`config.mk`:
```
export PLATFORM = sky130hd
export DESIGN_NAME = ccf_top
export DESIGN_NICKNAME = d
export VERILOG_FILES = /design/src/rtl/ccf_pkg.sv /design/src/rtl/ccf_rom_if.sv /design/src/rtl/ccf_rom.sv /design/src/rtl/ccf_top.sv
export SDC_FILE = /design/constraint.sdc
export NUM_CORES = 1
export LEC_CHECK = 0
export BUFFER_PORTS_ARGS = -buffer_cell sky130_fd_sc_hd__buf_2
export CAP_MARGIN = 20
export CORE_ASPECT_RATIO = 0.6
export CORE_MARGIN = 3
export CORE_UTILIZATION = 30
export DETAILED_ROUTE_END_ITERATION = 8
export PLACE_DENSITY = 0.55
export SETUP_SLACK_MARGIN = 0.15
export SLEW_MARGIN = 20
export SYNTH_ARGS = -nofsm -noshare
export SYNTH_HDL_FRONTEND = slang
export SYNTH_HIERARCHICAL = 1
export SYNTH_SLANG_ARGS = --single-unit
```
`constraint.sdc`:
```
create_clock -name clk -period 1 [get_ports clk]
set_input_delay 0 -clock clk [delete_from_list [all_inputs] [get_ports clk]]
set_output_delay 0 -clock clk [all_outputs]
set_load 0.01 [all_outputs]
```
`src/rtl/ccf_pkg.sv`:
```
// Constants and types for the controller capability fields block
package ccf_pkg;
    // Byte offsets of the fields inside the identify structure
    localparam logic [11:0] OCS_OFFSET = 12'h208;
    localparam logic [11:0] FOS_OFFSET = 12'h20a;
    localparam logic [11:0] FA_OFFSET = 12'h20c;
    localparam int unsigned FIELD_BYTES = 5;
    localparam logic [2:0] LAST_IDX = 3'h4;
    // Optional command support bit positions
    localparam int unsigned OCS_COMPARE_BIT = 0;
    localparam int unsigned OCS_WRUNC_BIT = 1;
    localparam int unsigned OCS_DSM_BIT = 2;
    localparam int unsigned OCS_WZ_BIT = 3;
    localparam int unsigned OCS_SAVESEL_BIT = 4;
    localparam int unsigned OCS_RESV_BIT = 5;
    localparam int unsigned OCS_TSTAMP_BIT = 6;
    localparam int unsigned OCS_VERIFY_BIT = 7;
    // Fused operation support and format attribute bit positions
    localparam int unsigned FOS_CMPWR_BIT = 0;
    localparam int unsigned FA_ALL_FMT_BIT = 0;
    localparam int unsigned FA_ALL_ERASE_BIT = 1;
    localparam int unsigned FA_CRYPTO_BIT = 2;
    // Reserved masks, these bits always read as zero
    localparam logic [15:0] OCS_RSVD_MASK = 16'hff00;
    localparam logic [15:0] FOS_RSVD_MASK = 16'hfffe;
    localparam logic [7:0] FA_RSVD_MASK = 8'hf8;
    localparam logic [7:0] RD_RESET = 8'h00;
    // Read latency from request to answer, in cycles
    localparam int unsigned RD_LATENCY = 2;

    typedef enum logic [3:0] {
        CMD_READ,
        CMD_WRITE,
        CMD_COMPARE,
        CMD_WRITE_UNC,
        CMD_DSM,
        CMD_WRITE_ZEROES,
        CMD_VERIFY,
        CMD_RESV_REGISTER,
        CMD_RESV_REPORT,
        CMD_RESV_ACQUIRE,
        CMD_RESV_RELEASE,
        CMD_SET_FEATURES,
        CMD_GET_FEATURES,
        CMD_TIMESTAMP,
        CMD_FORMAT
    } ccf_cmd_t;

    typedef enum logic [1:0] {
        FUSE_NONE,
        FUSE_FIRST,
        FUSE_SECOND
    } ccf_fuse_t;

    typedef enum logic [1:0] {
        ERASE_NONE,
        ERASE_USER,
        ERASE_CRYPTO
    } ccf_erase_t;

    typedef enum logic [1:0] {
        ST_OK,
        ST_BAD_OPCODE,
        ST_BAD_FIELD,
        ST_FUSE_FAIL
    } ccf_status_t;
endpackage

```
`src/rtl/ccf_rom_if.sv`:
```
// Read port between the capability block and its field store
`timescale 1ns/1ns
interface ccf_rom_if;
    logic rd_en;
    logic [2:0] rd_idx;
    logic [7:0] rd_data;

    modport user
    (
        output rd_en,
        output rd_idx,
        input rd_data
    );

    modport rom
    (
        input rd_en,
        input rd_idx,
        output rd_data
    );
endinterface

```
`src/rtl/ccf_rom.sv`:
```
// Constant byte store for the capability fields, registered read data
`timescale 1ns/1ns
module ccf_rom #(
    parameter logic [39:0] CONTENT = 40'h0
)
(
    input wire logic clk,
    input wire logic sys_rst,
    ccf_rom_if.rom bus
);
    typedef struct packed {
        logic [7:0] data;
    } ccf_rom_state_t;

    ccf_rom_state_t st_ff;
    ccf_rom_state_t nxt_st;

    always_comb
    begin
        nxt_st = st_ff;
        if (bus.rd_en)
        begin
            if (bus.rd_idx <= ccf_pkg::LAST_IDX)
            begin
                nxt_st.data = CONTENT[{bus.rd_idx, 3'h0} +: 8];
            end
            else
            begin
                nxt_st.data = ccf_pkg::RD_RESET;
            end
        end
    end

    always_ff @(posedge clk or posedge sys_rst)
    begin
        if (sys_rst)
        begin
            st_ff <= '0;
        end
        else
        begin
            st_ff <= nxt_st;
        end
    end

    assign bus.rd_data = st_ff.data;
endmodule

```
`src/rtl/ccf_top.sv`:
```
// Controller capability fields: identify byte reads and command gating
// What this block does
// - Optional command support bits 15 to 8 read as zero.
// - Bit 7 set only when Verify is implemented.
// - Bit 6 set only when the timestamp feature is implemented.
// - Bit 5 set means all four reservation commands are accepted.
// - Bit 4 governs non-zero save and select fields in feature commands.
// - Bit 3 set only when Write Zeroes is implemented.
// - Bit 2 set only when Dataset Management is implemented.
// - Bit 1 set only when Write Uncorrectable is implemented.
// - Bit 0 set only when Compare is implemented.
// - Fused operation support bits 15 to 1 read as zero.
// - Fused bit 0 set only when compare-then-write fusing is implemented.
// - Format attribute bits 7 to 3 read as zero.
// - Format bit 2 set only when cryptographic erase is supported.
// - Format bit 1 picks subsystem-wide or single-namespace secure erase.
// - Format bit 0 set means one format formats every namespace.
// - Format bit 0 clear means per-namespace format is supported.
`timescale 1ns/1ns
module ccf_top #(
    parameter int unsigned ADDR_W = 12,
    parameter bit SUP_COMPARE = 1'b1,
    parameter bit SUP_WRITE_UNC = 1'b1,
    parameter bit SUP_DSM = 1'b1,
    parameter bit SUP_WRITE_ZEROES = 1'b1,
    parameter bit SUP_SAVE_SELECT = 1'b1,
    parameter bit SUP_RESERVATIONS = 1'b1,
    parameter bit SUP_TIMESTAMP = 1'b1,
    parameter bit SUP_VERIFY = 1'b1,
    parameter bit SUP_FUSED_CMPWR = 1'b1,
    parameter bit SUP_ALL_NS_FORMAT = 1'b0,
    parameter bit SUP_ALL_NS_ERASE = 1'b0,
    parameter bit SUP_CRYPTO_ERASE = 1'b1
)
(
    input wire logic clk,
    input wire logic sys_rst,
    input wire logic rd_req,
    input wire logic [ADDR_W-1:0] rd_addr,
    output logic rd_valid,
    output logic rd_hit,
    output logic [7:0] rd_data,
    input wire logic chk_valid,
    input wire ccf_pkg::ccf_cmd_t chk_cmd,
    input wire ccf_pkg::ccf_fuse_t chk_fuse,
    input wire logic chk_field_nz,
    input wire ccf_pkg::ccf_erase_t chk_erase,
    output logic chk_done,
    output ccf_pkg::ccf_status_t chk_status,
    output logic fmt_all_ns,
    output logic erase_all_ns,
    output logic fuse_pending
);
    // Address must reach the last field byte
    if (ADDR_W < 10 || ADDR_W > 16)
    begin : g_addr_w_check
        $error("ADDR_W must be 10 to 16");
    end

    // Fixed field values, reserved bits held at zero
    // fixed word
    localparam logic [15:0] OCS_VALUE = ~ccf_pkg::OCS_RSVD_MASK &
        {8'h00, SUP_VERIFY, SUP_TIMESTAMP, SUP_RESERVATIONS, SUP_SAVE_SELECT,
         SUP_WRITE_ZEROES, SUP_DSM, SUP_WRITE_UNC, SUP_COMPARE};
    localparam logic [15:0] FOS_VALUE = ~ccf_pkg::FOS_RSVD_MASK &
        {15'h0000, SUP_FUSED_CMPWR};
    localparam logic [7:0] FA_VALUE = ~ccf_pkg::FA_RSVD_MASK &
        {5'h00, SUP_CRYPTO_ERASE, SUP_ALL_NS_ERASE, SUP_ALL_NS_FORMAT};
    localparam logic [39:0] ROM_CONTENT = {FA_VALUE, FOS_VALUE, OCS_VALUE};

    typedef struct packed {
        logic p1_valid;
        logic p1_hit;
        logic [2:0] p1_idx;
        logic rd_valid;
        logic rd_hit;
        logic [2:0] rd_idx;
        logic [7:0] rd_data;
        logic chk_done;
        ccf_pkg::ccf_status_t chk_status;
        logic fmt_all_ns;
        logic erase_all_ns;
        logic fuse_pending;
    } ccf_state_t;

    ccf_state_t st_ff;
    ccf_state_t nxt_st;
    ccf_rom_if rom_bus();
    logic [15:0] addr_ext;
    logic [15:0] addr_off;
    logic addr_hit;

    ccf_rom #(
        .CONTENT(ROM_CONTENT)
    ) ccf_rom_i (
        .clk(clk),
        .sys_rst(sys_rst),
        .bus(rom_bus)
    );

    // Whether a command class is implemented at all
    function automatic logic cmd_supported(input ccf_pkg::ccf_cmd_t cmd);
        logic sup;
        sup = 1'b0;
        case (cmd)
            ccf_pkg::CMD_COMPARE: sup = SUP_COMPARE;
            ccf_pkg::CMD_WRITE_UNC: sup = SUP_WRITE_UNC;
            ccf_pkg::CMD_DSM: sup = SUP_DSM;
            ccf_pkg::CMD_WRITE_ZEROES: sup = SUP_WRITE_ZEROES;
            ccf_pkg::CMD_VERIFY: sup = SUP_VERIFY;
            ccf_pkg::CMD_TIMESTAMP: sup = SUP_TIMESTAMP;
            ccf_pkg::CMD_RESV_REGISTER,
            ccf_pkg::CMD_RESV_REPORT,
            ccf_pkg::CMD_RESV_ACQUIRE,
            ccf_pkg::CMD_RESV_RELEASE: sup = SUP_RESERVATIONS;
            default: sup = 1'b1;
        endcase
        return sup;
    endfunction

    assign addr_ext = 16'(rd_addr);
    assign addr_off = addr_ext - 16'(ccf_pkg::OCS_OFFSET);
    assign addr_hit = addr_ext >= 16'(ccf_pkg::OCS_OFFSET) &&
        addr_ext <= 16'(ccf_pkg::FA_OFFSET);
    assign rom_bus.rd_en = rd_req && addr_hit;
    assign rom_bus.rd_idx = addr_off[2:0];

    always_comb
    begin
        nxt_st = st_ff;
        nxt_st.p1_valid = rd_req;
        nxt_st.p1_hit = addr_hit;
        nxt_st.p1_idx = addr_off[2:0];
        nxt_st.rd_valid = st_ff.p1_valid;
        if (st_ff.p1_valid)
        begin
            nxt_st.rd_hit = st_ff.p1_hit;
            nxt_st.rd_idx = st_ff.p1_idx;
            nxt_st.rd_data = st_ff.p1_hit ? rom_bus.rd_data : ccf_pkg::RD_RESET;
        end
        nxt_st.chk_done = chk_valid;
        if (chk_valid)
        begin
            nxt_st.chk_status = ccf_pkg::ST_OK;
            if (!cmd_supported(chk_cmd))
            begin
                nxt_st.chk_status = ccf_pkg::ST_BAD_OPCODE;
            end
            else if ((chk_cmd == ccf_pkg::CMD_SET_FEATURES ||
                      chk_cmd == ccf_pkg::CMD_GET_FEATURES) &&
                     chk_field_nz && !SUP_SAVE_SELECT)
            begin
                nxt_st.chk_status = ccf_pkg::ST_BAD_FIELD;
            end
            else if (chk_cmd == ccf_pkg::CMD_FORMAT &&
                     chk_erase == ccf_pkg::ERASE_CRYPTO && !SUP_CRYPTO_ERASE)
            begin
                nxt_st.chk_status = ccf_pkg::ST_BAD_FIELD;
            end
            case (chk_fuse)
                ccf_pkg::FUSE_FIRST:
                begin
                    nxt_st.fuse_pending = SUP_FUSED_CMPWR &&
                        chk_cmd == ccf_pkg::CMD_COMPARE && !st_ff.fuse_pending;
                    if (!nxt_st.fuse_pending)
                    begin
                        nxt_st.chk_status = ccf_pkg::ST_FUSE_FAIL;
                    end
                end
                ccf_pkg::FUSE_SECOND:
                begin
                    nxt_st.fuse_pending = 1'b0;
                    if (!st_ff.fuse_pending || chk_cmd != ccf_pkg::CMD_WRITE)
                    begin
                        nxt_st.chk_status = ccf_pkg::ST_FUSE_FAIL;
                    end
                end
                default:
                begin
                    nxt_st.fuse_pending = 1'b0;
                    if (st_ff.fuse_pending)
                    begin
                        nxt_st.chk_status = ccf_pkg::ST_FUSE_FAIL;
                    end
                end
            endcase
            if (chk_cmd == ccf_pkg::CMD_FORMAT)
            begin
                nxt_st.fmt_all_ns = SUP_ALL_NS_FORMAT;
                nxt_st.erase_all_ns = SUP_ALL_NS_ERASE &&
                    chk_erase != ccf_pkg::ERASE_NONE;
            end
        end
    end

    always_ff @(posedge clk or posedge sys_rst)
    begin
        if (sys_rst)
        begin
            st_ff <= '0;
        end
        else
        begin
            st_ff <= nxt_st;
        end
    end

    assign rd_valid = st_ff.rd_valid;
    assign rd_hit = st_ff.rd_hit;
    assign rd_data = st_ff.rd_data;
    assign chk_done = st_ff.chk_done;
    assign chk_status = st_ff.chk_status;
    assign fmt_all_ns = st_ff.fmt_all_ns;
    assign erase_all_ns = st_ff.erase_all_ns;
    assign fuse_pending = st_ff.fuse_pending;

    ocs_rsvd_a: assert property (
        @(posedge clk) disable iff (sys_rst)
        st_ff.rd_valid && st_ff.rd_hit && st_ff.rd_idx == 3'h1 |-> st_ff.rd_data == 8'h00)
        else $error("reserved command support bits not zero");

    ocs_low_a: assert property (
        @(posedge clk) disable iff (sys_rst)
        rd_req && addr_ext == 16'(ccf_pkg::OCS_OFFSET) |-> ##2
        rd_valid && rd_hit && rd_data == OCS_VALUE[7:0] && rd_data[7] == SUP_VERIFY)
        else $error("command support low byte wrong");

    fos_rsvd_a: assert property (
        @(posedge clk) disable iff (sys_rst)
        st_ff.rd_valid && st_ff.rd_hit && st_ff.rd_idx inside {3'h2, 3'h3} |->
        st_ff.rd_data[7:1] == 7'h00 && (st_ff.rd_idx == 3'h2 || st_ff.rd_data == 8'h00))
        else $error("reserved fused bits not zero");

    fa_rsvd_a: assert property (
        @(posedge clk) disable iff (sys_rst)
        rd_req && addr_ext == 16'(ccf_pkg::FA_OFFSET) |-> ##2
        rd_valid && rd_data[7:3] == 5'h00 && rd_data[2] == SUP_CRYPTO_ERASE)
        else $error("format attribute byte wrong");

    rd_stable_a: assert property (
        @(posedge clk) disable iff (sys_rst)
        rd_req ##1 rd_req && rd_addr == $past(rd_addr) |-> ##2
        rd_valid && rd_data == $past(rd_data))
        else $error("field value changed between reads");

    resv_gate_a: assert property (
        @(posedge clk) disable iff (sys_rst)
        chk_valid && chk_fuse == ccf_pkg::FUSE_NONE && !fuse_pending &&
        chk_cmd inside {ccf_pkg::CMD_RESV_REGISTER, ccf_pkg::CMD_RESV_REPORT,
            ccf_pkg::CMD_RESV_ACQUIRE, ccf_pkg::CMD_RESV_RELEASE} |=>
        chk_done && chk_status == (SUP_RESERVATIONS ? ccf_pkg::ST_OK : ccf_pkg::ST_BAD_OPCODE))
        else $error("reservation command gating wrong");

    save_sel_a: assert property (
        @(posedge clk) disable iff (sys_rst)
        chk_valid && chk_cmd inside {ccf_pkg::CMD_SET_FEATURES, ccf_pkg::CMD_GET_FEATURES} &&
        chk_field_nz && chk_fuse == ccf_pkg::FUSE_NONE && !fuse_pending && !SUP_SAVE_SELECT
        |=> chk_status == ccf_pkg::ST_BAD_FIELD)
        else $error("non-zero save field not refused");

    fuse_order_a: assert property (
        @(posedge clk) disable iff (sys_rst)
        chk_valid && chk_fuse == ccf_pkg::FUSE_SECOND && chk_cmd != ccf_pkg::CMD_WRITE
        |=> chk_status == ccf_pkg::ST_FUSE_FAIL && !fuse_pending)
        else $error("fused second command not write accepted");

    fuse_pair_a: assert property (
        @(posedge clk) disable iff (sys_rst)
        chk_valid && chk_fuse == ccf_pkg::FUSE_FIRST && chk_cmd == ccf_pkg::CMD_COMPARE &&
        !fuse_pending |=> fuse_pending == SUP_FUSED_CMPWR)
        else $error("fused first command handling wrong");

    fmt_scope_a: assert property (
        @(posedge clk) disable iff (sys_rst)
        chk_valid && chk_cmd == ccf_pkg::CMD_FORMAT |=>
        fmt_all_ns == SUP_ALL_NS_FORMAT &&
        erase_all_ns == (SUP_ALL_NS_ERASE && $past(chk_erase) != ccf_pkg::ERASE_NONE))
        else $error("format scope wrong");

    crypto_gate_a: assert property (
        @(posedge clk) disable iff (sys_rst)
        chk_valid && chk_cmd == ccf_pkg::CMD_FORMAT && chk_erase == ccf_pkg::ERASE_CRYPTO &&
        chk_fuse == ccf_pkg::FUSE_NONE && !fuse_pending |=>
        chk_status == (SUP_CRYPTO_ERASE ? ccf_pkg::ST_OK : ccf_pkg::ST_BAD_FIELD))
        else $error("crypto erase gating wrong");

    rd_answer_a: assert property (
        @(posedge clk) disable iff (sys_rst)
        rd_req |-> ##2 rd_valid && rd_hit == $past(addr_hit, 2))
        else $error("read answer missing or misplaced");
endmodule

```
==> results by stage <==
Outcome:
- The run finished with clean final reports.

CTS:
- The latest clock arrival within the worst-skew pair is 250 ps.
- The number of clock buffers added by TritonCTS is 3.
- The number of sinks driven by the clock tree is 18.
- In this run the clock root is driven by a clkbuf_8.
- The buffer depth of the longest clock path is 2.
- CTS built an H-tree with a depth of 1.
- TritonCTS built the clock tree.
- The clock edge transition at the registers on the reported setup and hold paths is 70 ps.

Die:
- The die covers 3778 sq um.
- 41 I/O pins were placed.
- The die boundary height is 48.83 microns.
- The row count is 14.
- The die is 77.38 microns wide.
- The total core area is 2698 sq um.
- Once the floorplan was initialized, standard cells occupied 34.00% of the core.

Timing:
- Of the available clock period, the critical path in the final layout requires 98.19%.
- The worst pin sits at a relative slew slack of 64.77%.
- The max-slew violation total from the final report was 0.
- For the final database, setup skew stands at 3.406 ps.
- The slew at the pin closest to its max-slew limit is 521.0 ps.
- Setup repair after global routing could not meet its margin everywhere.
- The final period demand of the worst path is 981.9 ps.
- The setup TNS is 0 ps.
- Based on the critical path, the design can be clocked at up to 1018 MHz.
- The final hold violation count is 0.
- Setup violations remaining at the end of the flow were counted as 0.

Detailed routing:
- For this run, the detailed router's first-pass iteration total came to 2.
- The detailed router's first-iteration violation count is 30.
- After detailed routing, the average wire length per cell comes to 10.62 microns.
- The total routed wirelength is 1.784 mm.
- The vias after detailed routing is 702.
- Dividing the detail-routed via count by the number of cells gives 4.179.
- For this run, design rule violations remaining after detail routing come to 0.
- The number of nets with antenna violations after routing is 0.

Place:
- The half-perimeter wire length after detailed placement is 1.376 mm.
- The cell area after placement is 1087 sq um.
- Port buffering added 35 buffers.
- The weighted congestion reported at the end of routability-driven placement is 0.7082.

Critical path:
- The number of buffer and inverter instances along the worst setup path is 0.
- The slowest stage of the critical path is the dfrtp_2 cell.
- STA classifies the critical path startpoint as a flop.
- STA classifies the critical path endpoint as a flop.
- In this design, the stage delay of the slowest critical-path cell is 430 ps.
- The largest driver fanout on the critical path is 5.
- The cell family contributing the most delay on the critical path is flip-flops.
- Traced cell by cell, the critical path runs through mux2i_1, a211oi_1, nand4b_1.
- At the worst endpoint, the arrival time is 1110 ps.
- Data on the critical path is required at its endpoint by 1130 ps.
- The worst setup path is of the reg -> reg kind.

Layout:
- The post-route netlist has 50.78% of its cells at a drive strength greater than 1.
- The top cell types in the final layout, fill and taps aside, are buf_2 (32), dfrtp_1 (17), inv_1 (13), buf_4 (9), o21ai_1 (6).
- The area of all placed cells without fillers is 1251 sq um.
- Summing all multi-input logic gate instances after layout gives 349.1 sq um.
- The number of inserted diodes is 0.
- Compared with the post-synthesis result, the final layout area differs by 36.43%.
- Leaving out fill and tap cells, the most frequent cell in the layout is buf_2.
- The filler cells instantiated in the layout total 278.
- The final net count is 156.
- At the end of the flow the core is filled with cells to 46.38%.
- The sequential cells in the finished layout cover a total of 451.7 sq um.

Synth:
- The cell count after synthesis is 94.
- After synthesis, the netlist uses 21 different library cells.
- After synthesis, the largest family of logic cells by area is buffers and inverters.
- The multiplexer area fraction after synthesis is 7.094%.
- The synthesized netlist devotes 5.730% of its cell area to compound gates.
- The synthesized netlist devotes 14.87% of its cell area to simple gates.
- The synthesized area per cell is 9.757 sq um.
- The area share of xor/xnor cells in the synthesized design is 0%.
- The summed instance area of the synthesized netlist is 917.1 sq um.
- Yosys printed 6 warnings.
- The sequential area share after synthesis is 49.11%.
- The number of synthesized register bits is 18.
- The area share of fa/ha/maj cells after synthesis is 2.729%.

Global routing:
- The all-layer global routing usage is 10.10%.
- The initial antenna violation count came to 0.
- The first global-routing pass estimated 3.008 mm of wire.
- The largest net degree at the start of global routing is 11.
- The via count of the first global-routing pass came to 682.
- The total congestion overflow is 0.

Pwr:
- The worst supply voltage drop on vdd is 0.3518 mV.
- Dividing total power by cell area gives a power density of 1152 nW/um^2.
- The cell leakage power is 0.6428 nW.

Min path:
- The path class of the tightest hold or removal check is in -> reg.

Run:
- Max-cap violations in this run came to 0.
-- through the flow --
step                      std cells  setup slack (ps)  hold WS, ps  power, mW
final                           168             18.12        40.92      1.441
after global routing            168            -40.10        66.77      1.515
after CTS                       166             32.47        35.76      1.447
after detailed placement        158            -177.6       -116.9     0.9169
after global placement          158            -136.7       -123.2     0.9131
after floorplan                  95            -3.388       -246.4     0.8489
-- path summary, 6_finish.rpt --
kind                                          startpoint                        to  slack [ps]  cells past startpoint
worst max-delay path                        fuse_pending             chk_status[0]          20                      3
worst min register to register  ccf_rom_i/bus.rd_data[2]                rd_data[2]         510                      2
worst max register to register              fuse_pending             chk_status[0]          20                      3
min in group asynchronous                        sys_rst  ccf_rom_i/bus.rd_data[0]         170                      3
max in group asynchronous                        sys_rst                rd_data[0]         350                      4
worst min-delay path                           chk_valid              fuse_pending          40                      3
-- Yosys cell counts --
library cell / instances / share of area (%)
dfrtp_1: 18 / 49
buf_4: 17 / 14
inv_1: 13 / 5.3
o21ai_0: 9 / 4.9
nand2_1: 8 / 3.3
mux2_2: 4 / 4.9
nor2_1: 4 / 1.6
nand3_1: 3 / 1.6
and2_1: 2 / 1.4
clkbuf_1: 2 / 0.82
ha_1: 2 / 2.7
mux2i_1: 2 / 2.2
nor4b_1: 2 / 1.9
a211oi_1: 1 / 0.82
and4_1: 1 / 0.96
conb_1: 1 / 0.41
nand4_1: 1 / 0.68
nand4b_1: 1 / 0.96
nor3_1: 1 / 0.55
nor3b_1: 1 / 0.82
or4b_1: 1 / 1.1
-- worst reg2reg max path, stage by stage (launching register included) --
cell	delay, ps
dfrtp_2	430
mux2i_1	170
a211oi_1	60
nand4b_1	190
-- layout make-up --
class / count / area share (%)
multi-input combinational: 45 / 27.90
inverter: 13 / 3.900
tap: 40 / 4.000
timing repair buffer: 48 / 24.50
sequential: 18 / 36.10
clock buffer: 4 / 3.600
-- sequential cells by signal, indices dropped and copies added, names as in the netlist --
| signal | count |
|---|---|
| ccf_rom_i/bus.rd_data | 3 |
| chk_done | 1 |
| chk_status | 1 |
| fuse_pending | 1 |
| nxt_st | 1 |
| rd_data | 8 |
| rd_hit | 1 |
| rd_valid | 1 |
| st_ff | 1 |
-- layer usage --
layer | up-vias | part of all wire (%) | global-route usage, %
met4 | 0 | 0.73 | 2.663
met2 | 27 | 47 | 15.47
met3 | 2 | 8.0 | 4.428
met5 | - | 0 | 0
met1 | 319 | 44 | 13.03
li1 | 354 | - | -
-- kinds of logic (layout without fill, tap and decap cells) --
group / Yosys count / in the layout
other: 1 / 2
adders and majority gates: 2 / 2
AOI/OAI and AO/OA: 10 / 10
muxes: 6 / 6
buffers and inverters: 32 / 65
DFF: 18 / 18
and+or+nand+nor: 25 / 25
-- where the power goes --
group / switching [mW] / leakage (nW) / internal, mW
combinational: 0.0822 / 0.378 / 0.0956
sequential: 0.00938 / 0.242 / 0.741
clock: 0.231 / 0.0228 / 0.283
-- repair_timing --
action                     CTS  global route
setup endpoints to repair   12            14
hold buffers                 3             0
hold endpoints to repair    21             0
setup buffers                1             2
resized for setup            3            15
pin swaps                    3             4
Power figures use the tool's default switching activity.
